$ cat config.mk
export PLATFORM = sky130hd
export DESIGN_NAME = hvir_top
export DESIGN_NICKNAME = d
export VERILOG_FILES = /design/src/rtl/hvir_pkg.sv /design/src/rtl/hvir_byte_fetch.sv /design/src/rtl/hvir_top.sv
export SDC_FILE = /design/constraint.sdc
export NUM_CORES = 1
export LEC_CHECK = 0
export BUFFER_PORTS_ARGS = -buffer_cell sky130_fd_sc_hd__buf_2
export CORE_ASPECT_RATIO = 0.7
export CORE_MARGIN = 2
export CORE_UTILIZATION = 51
export DETAILED_ROUTE_END_ITERATION = 8
export PLACE_DENSITY_LB_ADDON = 0.2
export SYNTH_ARGS = -nofsm -noshare
export SYNTH_HDL_FRONTEND = slang
export SYNTH_SLANG_ARGS = --single-unit
$ cat constraint.sdc
create_clock -name pclk -period 2.28 [get_ports pclk]
set_clock_uncertainty 0.1 [all_clocks]
set_input_delay 0 -clock pclk [delete_from_list [all_inputs] [get_ports pclk]]
set_output_delay 0 -clock pclk [all_outputs]
set_load 0.05 [all_outputs]
$ cat src/rtl/hvir_pkg.sv
// constants, types and carriers shared by the version and id rom access block
// assumes a 32-bit apb register bus and a byte-wide eeprom fetch port outside

package hvir_pkg;

	// ****************************************************************
	// register map
	// ****************************************************************
	localparam int APB_AW = 8;
	localparam logic [7:0] OFS_VERSION = 8'h00;
	localparam logic [7:0] OFS_ROM_ACCESS = 8'h04;

	// ****************************************************************
	// version register fields
	// ****************************************************************
	localparam int VER_PRESENT_BIT = 24;
	localparam int VER_MAJOR_LSB = 16;
	localparam int VER_MINOR_LSB = 0;
	localparam logic [7:0] VER_MAJOR = 8'h01;
	localparam logic [7:0] VER_MINOR = 8'h10;
	localparam logic PRESENT_RESET = 1'b0;

	// ****************************************************************
	// rom access register fields
	// ****************************************************************
	localparam int ROM_CLR_BIT = 31;
	localparam int ROM_RD_BIT = 25;
	localparam int ROM_DATA_LSB = 16;
	localparam int ROM_MINI_LSB = 0;
	localparam logic [7:0] READ_VALUE_RESET = 8'h00;
	localparam logic [7:0] MINI_RESET = 8'h00;
	localparam logic [7:0] MINI_SRC_ADDR = 8'h28;
	localparam logic [7:0] MINI_VALID_MIN = 8'h3a;

	// ****************************************************************
	// automatic load of the bus information record
	// ****************************************************************
	localparam logic [7:0] BIB_BASE = 8'h00;
	localparam int BIB_BYTES = 20;

	// ****************************************************************
	// types
	// ****************************************************************
	typedef enum logic [2:0] {
		HVIR_ST_DETECT,
		HVIR_ST_BIB,
		HVIR_ST_MINI,
		HVIR_ST_READY,
		HVIR_ST_CLEAR,
		HVIR_ST_SW_READ
	} hvir_state_e;

	typedef enum logic {
		HVIR_FT_IDLE,
		HVIR_FT_WAIT
	} hvir_fetch_e;

	// byte request toward the eeprom
	typedef struct packed {
		logic req;
		logic [7:0] addr;
	} hvir_rom_cmd_s;

	// byte answer from the eeprom
	typedef struct packed {
		logic ack;
		logic [7:0] data;
	} hvir_rom_rsp_s;

endpackage

$ cat src/rtl/hvir_byte_fetch.sv
// single byte fetch sequencer toward the serial eeprom controller
// assumes the far side holds ack high for one cycle with valid data

`timescale 1ns/10ps

module hvir_byte_fetch #(
	parameter int AW = 8
) (
	// clock and reset
	input wire logic pclk,
	input wire logic presetn,
	// request from the access logic
	input wire logic start,
	input wire logic [AW-1:0] addr,
	output logic done,
	output logic [7:0] data,
	// eeprom byte port
	output hvir_pkg::hvir_rom_cmd_s rom_cmd,
	input wire hvir_pkg::hvir_rom_rsp_s rom_rsp
);

	// ****************************************************************
	// checks
	// ****************************************************************
	if (AW != 8) begin : g_bad_aw
		$error("hvir_byte_fetch: byte address must be 8 bits");
	end

	hvir_pkg::hvir_fetch_e state;
	logic [AW-1:0] held_addr;
	logic got;

	// answer accepted only while waiting
	assign got = (state == hvir_pkg::HVIR_FT_WAIT) && rom_rsp.ack;
	assign rom_cmd.req = (state == hvir_pkg::HVIR_FT_WAIT);
	assign rom_cmd.addr = held_addr;

	// one fetch at a time, address held until the answer
	always_ff @(posedge pclk or negedge presetn) begin
		if (!presetn) begin
			state <= hvir_pkg::HVIR_FT_IDLE;
			held_addr <= '0;
			done <= 1'b0;
			data <= 8'h00;
		end else begin
			done <= got;
			unique case (state)
				hvir_pkg::HVIR_FT_IDLE: begin
					if (start && !done) begin
						held_addr <= addr;
						state <= hvir_pkg::HVIR_FT_WAIT;
					end
				end
				hvir_pkg::HVIR_FT_WAIT: begin
					if (got) begin
						data <= rom_rsp.data;
						state <= hvir_pkg::HVIR_FT_IDLE;
					end
				end
			endcase
		end
	end

endmodule

$ cat src/rtl/hvir_top.sv
// version register and id rom byte access port behind an apb slave
// assumes presetn is the global reset and sys_hw_reset a synchronous pulse
// assumes an eeprom controller that serves the byte fetch port

`timescale 1ns/10ps

// Function
// - version register bits 31 to 25 always read zero
// - present flag at bit 24 set when an eeprom is detected, else zero
// - present flag cleared only by global reset, kept through others
// - with eeprom present, load bus information record after hardware reset
// - version bits 23 to 16 read constant 01h
// - version bits 7 to 0 read 10h, bits 15 to 8 read zero
// - rom access bits 30 to 26, 24 and 15 to 8 read zero
// - writing bit 31 clears the rom byte address; bit clears when done
// - address clear leaves the read data field unchanged
// - writing bit 25 starts a read of the byte at the current address
// - read start bit clears itself when the byte read has finished
// - fetched byte lands in rom access bits 23 to 16
// - mini rom offset defaults to 00h and is read only
// - with eeprom fitted, mini rom offset loads from eeprom offset 28h
module hvir_top #(
	parameter int AW = 8,
	parameter logic [7:0] BIB_BASE = hvir_pkg::BIB_BASE,
	parameter int BIB_BYTES = hvir_pkg::BIB_BYTES
) (
	// clock and global reset
	input wire logic pclk,
	input wire logic presetn,
	// system hardware reset, keeps the present flag
	input wire logic sys_hw_reset,
	// apb slave
	input wire logic psel,
	input wire logic penable,
	input wire logic pwrite,
	input wire logic [hvir_pkg::APB_AW-1:0] paddr,
	input wire logic [31:0] pwdata,
	output logic [31:0] prdata,
	output logic pready,
	output logic pslverr,
	// eeprom detection and byte port
	input wire logic eeprom_detect,
	output hvir_pkg::hvir_rom_cmd_s rom_cmd,
	input wire hvir_pkg::hvir_rom_rsp_s rom_rsp,
	// bus information record stream to the link
	output logic bib_valid,
	output logic [7:0] bib_index,
	output logic [7:0] bib_byte,
	output logic bib_loaded,
	// mini rom offset to the rest of the device
	output logic [7:0] mini_rom_offset,
	output logic mini_rom_valid
);

	// ****************************************************************
	// elaboration checks
	// ****************************************************************
	if (AW != 8) begin : g_bad_aw
		$error("hvir_top: rom byte address must be 8 bits");
	end
	if (BIB_BYTES < 1 || BIB_BYTES > 256 - int'(BIB_BASE)) begin : g_bad_bib
		$error("hvir_top: bus information record must fit the eeprom");
	end

	// ****************************************************************
	// declarations
	// ****************************************************************
	hvir_pkg::hvir_state_e state;
	hvir_pkg::hvir_state_e next_state;
	logic eeprom_present_flag;
	logic rom_address_clear_request;
	logic rom_byte_read_request;
	logic [7:0] rom_byte_read_value;
	logic [AW-1:0] rom_addr;
	logic [7:0] bib_count;
	logic [7:0] bib_last;
	logic fetch_start;
	logic fetch_done;
	logic [7:0] fetch_data;
	logic [AW-1:0] fetch_addr;
	logic setup;
	logic access;
	logic hit_version;
	logic hit_rom;
	logic hit_any;
	logic wr_rom;
	logic idle;
	logic want_clear;
	logic want_read;
	logic [31:0] version_word;
	logic [31:0] rom_word;
	logic [31:0] read_mux;
	logic load_ok;

	// ****************************************************************
	// apb decode
	// ****************************************************************
	// no wait state: data registered in setup, answer in the first access cycle
	assign setup = psel && !penable;
	assign access = psel && penable;
	assign pready = access;
	assign hit_version = (paddr == hvir_pkg::OFS_VERSION);
	assign hit_rom = (paddr == hvir_pkg::OFS_ROM_ACCESS);
	assign hit_any = hit_version || hit_rom;
	assign wr_rom = access && pwrite && hit_rom;

	// ****************************************************************
	// register words
	// ****************************************************************
	// upper bits zero
	assign version_word = (32'(eeprom_present_flag) << hvir_pkg::VER_PRESENT_BIT)
		| (32'(hvir_pkg::VER_MAJOR) << hvir_pkg::VER_MAJOR_LSB)
		| (32'(hvir_pkg::VER_MINOR) << hvir_pkg::VER_MINOR_LSB);

	assign rom_word = (32'(rom_address_clear_request) << hvir_pkg::ROM_CLR_BIT)
		| (32'(rom_byte_read_request) << hvir_pkg::ROM_RD_BIT)
		| (32'(rom_byte_read_value) << hvir_pkg::ROM_DATA_LSB)
		| (32'(mini_rom_offset) << hvir_pkg::ROM_MINI_LSB);

	assign read_mux = hit_version ? version_word : (hit_rom ? rom_word : 32'h00000000);

	// read data and error captured at the setup edge
	always_ff @(posedge pclk or negedge presetn) begin
		if (!presetn) begin
			prdata <= 32'h00000000;
			pslverr <= 1'b0;
		end else if (setup) begin
			prdata <= pwrite ? 32'h00000000 : read_mux;
			pslverr <= !hit_any;
		end
	end

	// ****************************************************************
	// presence detection
	// ****************************************************************
	// sticky presence flag
	always_ff @(posedge pclk or negedge presetn) begin
		if (!presetn) begin
			eeprom_present_flag <= hvir_pkg::PRESENT_RESET;
		end else if (eeprom_detect) begin
			eeprom_present_flag <= 1'b1;
		end
	end

	// ****************************************************************
	// software request decode
	// ****************************************************************
	// writes ignored while busy
	assign idle = (state == hvir_pkg::HVIR_ST_READY)
		&& !rom_address_clear_request && !rom_byte_read_request;
	assign want_clear = wr_rom && idle && pwdata[hvir_pkg::ROM_CLR_BIT];
	assign want_read = wr_rom && idle && pwdata[hvir_pkg::ROM_RD_BIT];

	// ****************************************************************
	// sequencing
	// ****************************************************************
	assign bib_last = 8'(BIB_BYTES - 1);
	assign load_ok = eeprom_present_flag || eeprom_detect;

	// next state of the access sequencer
	always_comb begin
		next_state = state;
		unique case (state)
			hvir_pkg::HVIR_ST_DETECT: begin
				next_state = load_ok ? hvir_pkg::HVIR_ST_BIB : hvir_pkg::HVIR_ST_READY;
			end
			hvir_pkg::HVIR_ST_BIB: begin
				if (fetch_done && bib_count == bib_last) begin
					next_state = hvir_pkg::HVIR_ST_MINI;
				end
			end
			hvir_pkg::HVIR_ST_MINI: begin
				if (fetch_done) begin
					next_state = hvir_pkg::HVIR_ST_READY;
				end
			end
			hvir_pkg::HVIR_ST_READY: begin
				if (rom_address_clear_request) begin
					next_state = hvir_pkg::HVIR_ST_CLEAR;
				end else if (rom_byte_read_request) begin
					next_state = eeprom_present_flag ? hvir_pkg::HVIR_ST_SW_READ : hvir_pkg::HVIR_ST_READY;
				end
			end
			hvir_pkg::HVIR_ST_CLEAR: begin
				next_state = hvir_pkg::HVIR_ST_READY;
			end
			hvir_pkg::HVIR_ST_SW_READ: begin
				if (fetch_done) begin
					next_state = hvir_pkg::HVIR_ST_READY;
				end
			end
			default: begin
				next_state = hvir_pkg::HVIR_ST_READY;
			end
		endcase
	end

	// fetch runs in every loading or reading state
	assign fetch_start = (state == hvir_pkg::HVIR_ST_BIB)
		|| (state == hvir_pkg::HVIR_ST_MINI)
		|| (state == hvir_pkg::HVIR_ST_SW_READ);

	assign fetch_addr = (state == hvir_pkg::HVIR_ST_BIB) ? AW'(BIB_BASE + bib_count)
		: ((state == hvir_pkg::HVIR_ST_MINI) ? hvir_pkg::MINI_SRC_ADDR : rom_addr);

	// state register, a hardware reset restarts the load
	always_ff @(posedge pclk or negedge presetn) begin
		if (!presetn) begin
			state <= hvir_pkg::HVIR_ST_DETECT;
		end else if (sys_hw_reset) begin
			state <= hvir_pkg::HVIR_ST_DETECT;
		end else begin
			state <= next_state;
		end
	end

	// ****************************************************************
	// software requests and rom address
	// ****************************************************************
	// request bits, set by software, cleared by the sequencer
	always_ff @(posedge pclk or negedge presetn) begin
		if (!presetn) begin
			rom_address_clear_request <= 1'b0;
			rom_byte_read_request <= 1'b0;
		end else if (sys_hw_reset) begin
			rom_address_clear_request <= 1'b0;
			rom_byte_read_request <= 1'b0;
		end else begin
			if (want_clear) begin
				rom_address_clear_request <= 1'b1;
			end else if (state == hvir_pkg::HVIR_ST_CLEAR) begin
				rom_address_clear_request <= 1'b0;
			end
			if (want_read) begin
				rom_byte_read_request <= 1'b1;
			end else if (state == hvir_pkg::HVIR_ST_SW_READ && fetch_done) begin
				rom_byte_read_request <= 1'b0;
			end else if (state == hvir_pkg::HVIR_ST_READY && !rom_address_clear_request
				&& !eeprom_present_flag) begin
				// no eeprom: nothing to fetch, request retires at once
				rom_byte_read_request <= 1'b0;
			end
		end
	end

	// rom byte address
	always_ff @(posedge pclk or negedge presetn) begin
		if (!presetn) begin
			rom_addr <= '0;
		end else if (sys_hw_reset || state == hvir_pkg::HVIR_ST_CLEAR) begin
			rom_addr <= '0;
		end else if (state == hvir_pkg::HVIR_ST_SW_READ && fetch_done) begin
			rom_addr <= rom_addr + AW'(1);
		end
	end

	always_ff @(posedge pclk or negedge presetn) begin
		if (!presetn) begin
			rom_byte_read_value <= hvir_pkg::READ_VALUE_RESET;
		end else if (state == hvir_pkg::HVIR_ST_SW_READ && fetch_done) begin
			rom_byte_read_value <= fetch_data;
		end
	end

	// ****************************************************************
	// automatic load
	// ****************************************************************
	// bus information record stream
	always_ff @(posedge pclk or negedge presetn) begin
		if (!presetn) begin
			bib_count <= 8'h00;
			bib_valid <= 1'b0;
			bib_index <= 8'h00;
			bib_byte <= 8'h00;
			bib_loaded <= 1'b0;
		end else if (sys_hw_reset) begin
			bib_count <= 8'h00;
			bib_valid <= 1'b0;
			bib_loaded <= 1'b0;
		end else begin
			bib_valid <= 1'b0;
			if (state == hvir_pkg::HVIR_ST_BIB && fetch_done) begin
				bib_valid <= 1'b1;
				bib_index <= bib_count;
				bib_byte <= fetch_data;
				bib_count <= bib_count + 8'h01;
				bib_loaded <= (bib_count == bib_last);
			end
		end
	end

	always_ff @(posedge pclk or negedge presetn) begin
		if (!presetn) begin
			mini_rom_offset <= hvir_pkg::MINI_RESET;
		end else if (sys_hw_reset) begin
			mini_rom_offset <= hvir_pkg::MINI_RESET;
		end else if (state == hvir_pkg::HVIR_ST_MINI && fetch_done) begin
			mini_rom_offset <= fetch_data;
		end
	end

	assign mini_rom_valid = (mini_rom_offset > hvir_pkg::MINI_VALID_MIN);

	// ****************************************************************
	// eeprom byte fetch
	// ****************************************************************
	hvir_byte_fetch #(
		.AW(AW)
	) u_fetch (
		.pclk(pclk),
		.presetn(presetn),
		.start(fetch_start),
		.addr(fetch_addr),
		.done(fetch_done),
		.data(fetch_data),
		.rom_cmd(rom_cmd),
		.rom_rsp(rom_rsp)
	);

endmodule

**Yosys cells after proc, flatten, opt, wreduce, memory -nomap -nowiden**

Index checks and enable logic that the tools add are counted.

- Logic and storage cells: 108
- ROM bits: 0
- Memories kept: 0
- Input port bits: 56
- Output and inout bits: 70
- Register bits after elaboration: 107
- Bits in writable memories: 0
- Latch bits: 0

- Divide/modulo/power cells: 0
- Multiply operators: 0
- Magnitude comparators: 1
- Shift-type cells: 0
- Equal/unequal tests: 10
- Reductions and logical operators: 39
- $add $sub $neg: 2
- Bitwise gates (word level): 5
- Multiplexer cells: 33

Operators by type and width:

| kind | number |
|---|---|
| $mux W32 | 3 |
| $mux W8 | 8 |
| $or A32 B24 Y32 | 1 |
| $or A32 B26 Y32 | 1 |
| $or A32 B8 Y32 | 1 |
| $mux W3 | 6 |
| $add A8 B1 Y8 const B | 2 |
| $logic_and A1 B1 Y1 | 16 |
| $mux W1 | 13 |
| $pmux W3 S4 | 1 |
| $eq A8 B3 Y1 const B | 1 |
| $eq A8 B5 Y1 const B | 1 |
| $gt A8 B6 Y1 const B | 1 |
| $logic_not A8 Y1 | 1 |
| $eq A3 B2 Y1 const B | 2 |
| $eq A3 B3 Y1 const B | 2 |
| $logic_not A1 Y1 | 6 |
| $reduce_and A2 Y1 | 3 |
| $reduce_bool A2 Y1 | 3 |
| $logic_or A1 B1 Y1 | 5 |
| $ne A4 B4 Y1 const B | 1 |
| $reduce_bool A4 Y1 | 1 |
| $eq A3 B1 Y1 const B | 1 |
| $logic_not A3 Y1 | 1 |
| other kinds (8) | 9 |

**Depth between registers and ports, before layout**

- Depth in word-level cells: 7
- Gate-level depth with buffers: 6

**By module**

Synthesis repeated with hierarchy kept, for this count alone.

- Cells, all modules: 360
- Area, all modules: 4251.6 sq um

Modules (own cells, without submodules):

| module | cells an instance | area an instance (sq um) | times used |
|---|---|---|---|
| hvir_top | 320 | 3575.9 | 1 |
| hvir_byte_fetch | 40 | 675.6 | 1 |

**Worst setup path after synthesis**

Ideal clock, no wire load.

- Path kind: reg2out
- Start point: reg mini_rom_offset[0]
- End point: out mini_rom_valid
- Arrival: 1.884 ns
- Stages on the path, launching flop included: 3
- Required time: 2.180 ns
- Path buffers: 0
- Setup slack: 0.296 ns
- Cells stage by stage: dfrtp_1 > a21oi_1 > o21ai_0

- Longest elaborated chain between the ends: 1

RTL lines:

| item | line | source |
|---|---|---|
| from (decl) | hvir_top.sv:51 | `output logic [7:0] mini_rom_offset,` |
| from (signal assigned) | hvir_top.sv:294 | `mini_rom_offset <= hvir_pkg::MINI_RESET;` |
| from (signal assigned) | hvir_top.sv:296 | `mini_rom_offset <= hvir_pkg::MINI_RESET;` |
| from (signal assigned) | hvir_top.sv:298 | `mini_rom_offset <= fetch_data;` |
| $gt A8 B6 Y1 | hvir_top.sv:302 | `assign mini_rom_valid = (mini_rom_offset > hvir_pkg::MINI_VALID_MIN);` |
| to (decl) | hvir_top.sv:52 | `output logic mini_rom_valid` |

No other way between the ends.

**Worst setup path in the final report**

- Start point: in paddr[5] in the netlist's numbering
- End point: reg rom_byte_read_request

- Longest elaborated chain between the ends: 6

RTL lines:

| item | line | source |
|---|---|---|
| from (decl) | hvir_top.sv:36 | `input wire logic [hvir_pkg::APB_AW-1:0] paddr,` |
| $eq A8 B3 Y1 * | hvir_top.sv:103 | `assign hit_rom = (paddr == hvir_pkg::OFS_ROM_ACCESS);` |
| $logic_and A1 B1 Y1 * | hvir_top.sv:105 | `assign wr_rom = access && pwrite && hit_rom;` |
| $logic_and A1 B1 Y1 * (2 in a row) | hvir_top.sv:152 | `assign want_read = wr_rom && idle && pwdata[hvir_pkg::ROM_RD_BIT];` |
| $mux W1 | hvir_top.sv:234 | `if (want_read) begin` |
| $mux W1 | hvir_top.sv:225 | `end else if (sys_hw_reset) begin` |
| to (signal assigned) | hvir_top.sv:224 | `rom_byte_read_request <= 1'b0;` |
| to (signal assigned) | hvir_top.sv:227 | `rom_byte_read_request <= 1'b0;` |
| to (signal assigned) | hvir_top.sv:235 | `rom_byte_read_request <= 1'b1;` |
| to (decl) | hvir_top.sv:72 | `logic rom_byte_read_request;` |

Every way passes the cells marked *; elsewhere a longest branch is shown, timed or not.
A chain may end at the register's enable or synchronous reset.

==> impl_metrics.csv <==
group,metric,value,unit
outcome,run_status,"complete, no violations",
clock_network,worstSkewPairLatency,0.33,ns
timing,finalCritPeriodShare,0.915,
global_routing,track_usage,0.218,
timing,setup-tns-final,0,ns
timing,setup_slack,0.194,ns
detailed_routing,wl_per_cell,15.8,um
detailed_routing,dr.pass1.iters,4,
logic_synthesis,ys_ff_latch,94,
die,io-pin-count,126,
setup_path,cp-end-kind,"flop",
logic_synthesis,async_reset_ff_frac,1.00,
setup_path,reg2reg_depth,6,
timing,worst_slew_pin_slew,0.976,ns
setup_path,startpoint_type,"input port",
logic_synthesis,syn_inst,374,
logic_synthesis,ys.flop_type,"dfrtp_1",
setup_path,path_max_fanout,3,
global_routing,grt_pass1_wl,15.0,mm
clock_network,cts_buffer_depth,2,
setup_path,rrSetupSlack,0.25,ns
setup_path,worstSetupStartpoint,"paddr[5]",
global_routing,grt_pass1_vias,2908,
clock_network,cts_inserted_buffers,9,
cells_and_area,layout-drive-gt1-share,0.284,
logic_synthesis,synth_area,4100,um^2
timing,rsz0062_at_grt,"false",
timing,post-route-min-period,2.09,ns
setup_path,r2r_start,"state[1]$_DFFE_PN0P_",
timing,final_max_slew_viol_count,0,
placed_design,dp_hpwl,6.28,mm
clock_network,cts_sinks,94,
placed_design,place_congestion,0.787,
placed_design,io_buffers,82,
placed_design,pre_cts_slack,0.302,ns
detailed_routing,via_count,3085,
die,rows,27,
detailed_routing,viasPerCell,5.26,
worst_hold_path,hold_class,"input port to async pin",
setup_path,crit_path_end,"rom_byte_read_request$_DFFE_PN0P_",
global_routing,antenna_found_initial,0,
logic_synthesis,avgSynthCellArea,11.0,um^2
clock_network,cts.clk_slew.worst_paths,0.06,ns
die,dieArea,8790,um^2
cells_and_area,final_util,0.654,
logic_synthesis,yosys_warnings,0,
logic_synthesis,yosysUniqueCellTypes,48,
power_and_ir_drop,power_leakage,0.00256,uW
power_and_ir_drop,power_density,967,nW/um^2
global_routing,grt.overflow.total,0,
setup_path,r2r_end,"rom_byte_read_request$_DFFE_PN0P_",
die,die_x,111,um
run,drv_cap,0,
timing,max_clock_freq,479,MHz
clock_network,root_buffer,"clkbuf_16",
setup_path,crit_type,"input port to flop",
clock_network,postCtsSetupRepairBufs,0,
timing,setup_viol,0,
cells_and_area,area_delta_synth_final,25.0,%
detailed_routing,ant_nets,0,
cells_and_area,finish.net_count,540,
die,initial_core_util,0.523,
logic_synthesis,synth_edf_count,0,
logic_synthesis,yosysSeqAreaShare,0.573,
setup_path,cp_data_arrival_time,2.25,ns
timing,slew-limit-headroom,0.345,
clock_network,htreeDepth,3,
global_routing,grt_max_degree,67,
detailed_routing,routed_wl,9.26,mm
detailed_routing,drt_iter0_markers,227,
die,core_region_area,7840,um^2
setup_path,crit_required,2.44,ns
cells_and_area,n_antenna_cell,0,
die,die_h,79.0,um
timing,hold_viol,0,
power_and_ir_drop,ir_drop,0.753,mV
clock_network,cts_tree,"done",
detailed_routing,drc,0,
## registers in the layout, indices dropped and copies added, names as in the netlist, 3 cells and up
register and count:
u_fetch.held_addr 8, bib_count 8, state 3, bib_index 8, rom_byte_read_value 8, rom_addr 8
mini_rom_offset 8, bib_byte 8, prdata 19, u_fetch.data 8
## where the power goes
group / internal [uW] / total, uW / switching, uW
combinational: 438 / 1360 / 918
clock: 879 / 1480 / 600
sequential: 1920 / 2130 / 210
total: 3230 / 4960 / 1730
## synthesized netlist by cell type, drive strengths merged, types with 2 or more instances
library cell | n | area [um^2]
xor2 | 5 | 43.8
a22o | 17 | 149
o21ai | 13 | 65.1
inv | 7 | 26.3
nand2 | 64 | 240
nor4 | 4 | 25.0
a21o | 3 | 22.5
nor2 | 20 | 77.6
o31ai | 2 | 15.0
and2 | 2 | 12.5
mux2 | 24 | 270
nor3b | 3 | 22.5
nor3 | 7 | 46.3
nand4 | 6 | 37.5
dfrtp | 94 | 2350
xnor2 | 8 | 70.1
a22oi | 6 | 45.0
and3 | 2 | 12.5
clkbuf | 11 | 41.3
o21a | 2 | 15.0
o32ai | 2 | 17.5
a21oi | 16 | 80.1
buf | 21 | 154
nand3b | 2 | 15.0
ha | 2 | 25.0
nor2b | 6 | 37.5
nand2b | 5 | 31.3
nand3 | 6 | 30.0
## cell type report
class / count / area, um^2
tap: 101 / 126
sequential: 94 / 2350
clock inverter: 4 / 55.1
clock buffer: 11 / 243
timing repair buffer: 117 / 746
inverter: 7 / 26.3
fill: 608 / 2710
multi-input combinational: 253 / 1580
## critical path: stages
cell,delay [ns]
dlygate4sd3_1,0.54
buf_2,0.13
nor4_2,0.36
nand3_1,0.21
nor3_1,0.32
o2bb2ai_1,0.14
dlygate4sd3_1,0.55
## what timing repair did
item / in CTS / in global routing
endpoints found under the setup margin: 0 / 1
hold buffers: 23 / 0
endpoints found under the hold margin: 114 / 0
gates resized for setup: 0 / 1
## kinds of logic after synthesis
family,synth area share
buffers and inverters,0.0540
and+or+nand+nor,0.160
xor gates and xnor gates,0.0278
other,0.000914
AOI/OAI and AO/OA,0.113
muxes,0.0659
adders and majority gates,0.00610
DFF,0.573
## how the worst min path moves through the flow
stage                        from                                     to  depth (start not counted)
after floorplan           presetn                bib_byte[0]$_DFFE_PN0P_                          0
after global routing       pwrite  rom_address_clear_request$_DFFE_PN0P_                          4
after detailed placement  presetn                rom_addr[6]$_DFFE_PN0P_                          1
final                     presetn                rom_addr[6]$_DFFE_PN0P_                          2
after global placement    presetn                rom_addr[6]$_DFFE_PN0P_                          1
after CTS                  pwrite  rom_address_clear_request$_DFFE_PN0P_                          4
## routing by layer
layer	track usage	part of all wire
met1	0.347	0.50
met2	0.301	0.42
met3	0.0527	0.071
met4	0.0531	0.0064
met5	0	0
## through the flow
step / power (uW) / hold WS [ns] / cell area (um^2) / instances
2_1_floorplan: 3120 / -0.396 / 4150 / 386
3_3_place_gp: 3440 / -0.151 / 4590 / 549
3_5_place_dp: 3480 / -0.148 / 4590 / 549
4_1_cts: 4990 / 0.0293 / 5120 / 587
5_1_grt: 5190 / 0.0738 / 5130 / 587
6_report: 4960 / 0.0341 / 5130 / 587
## cell usage in the layout (no fill, tap or decap), types with 2 or more instances in the layout
cell           instances
dfrtp_1               94
buf_2                 81
nand2_1               64
mux2_2                24
dlygate4sd3_1         23
nor2_1                19
a22o_1                17
a21oi_1               16
conb_1                13
o21ai_0               12
buf_4                 12
clkbuf_16              9
xnor2_1                8
inv_1                  7
nand3_1                6
nor2b_1                6
nand4_1                6
nor3_1                 6
a22oi_1                6
xor2_1                 5
nand2b_1               5
nor3b_1                3
nor4_1                 3
a21o_1                 3
and2_1                 2
and3_1                 2
o21a_1                 2
nand3b_1               2
o32ai_1                2
o31ai_1                2
ha_1                   2
No activity file was read; power rests on OpenSTA's default activity.
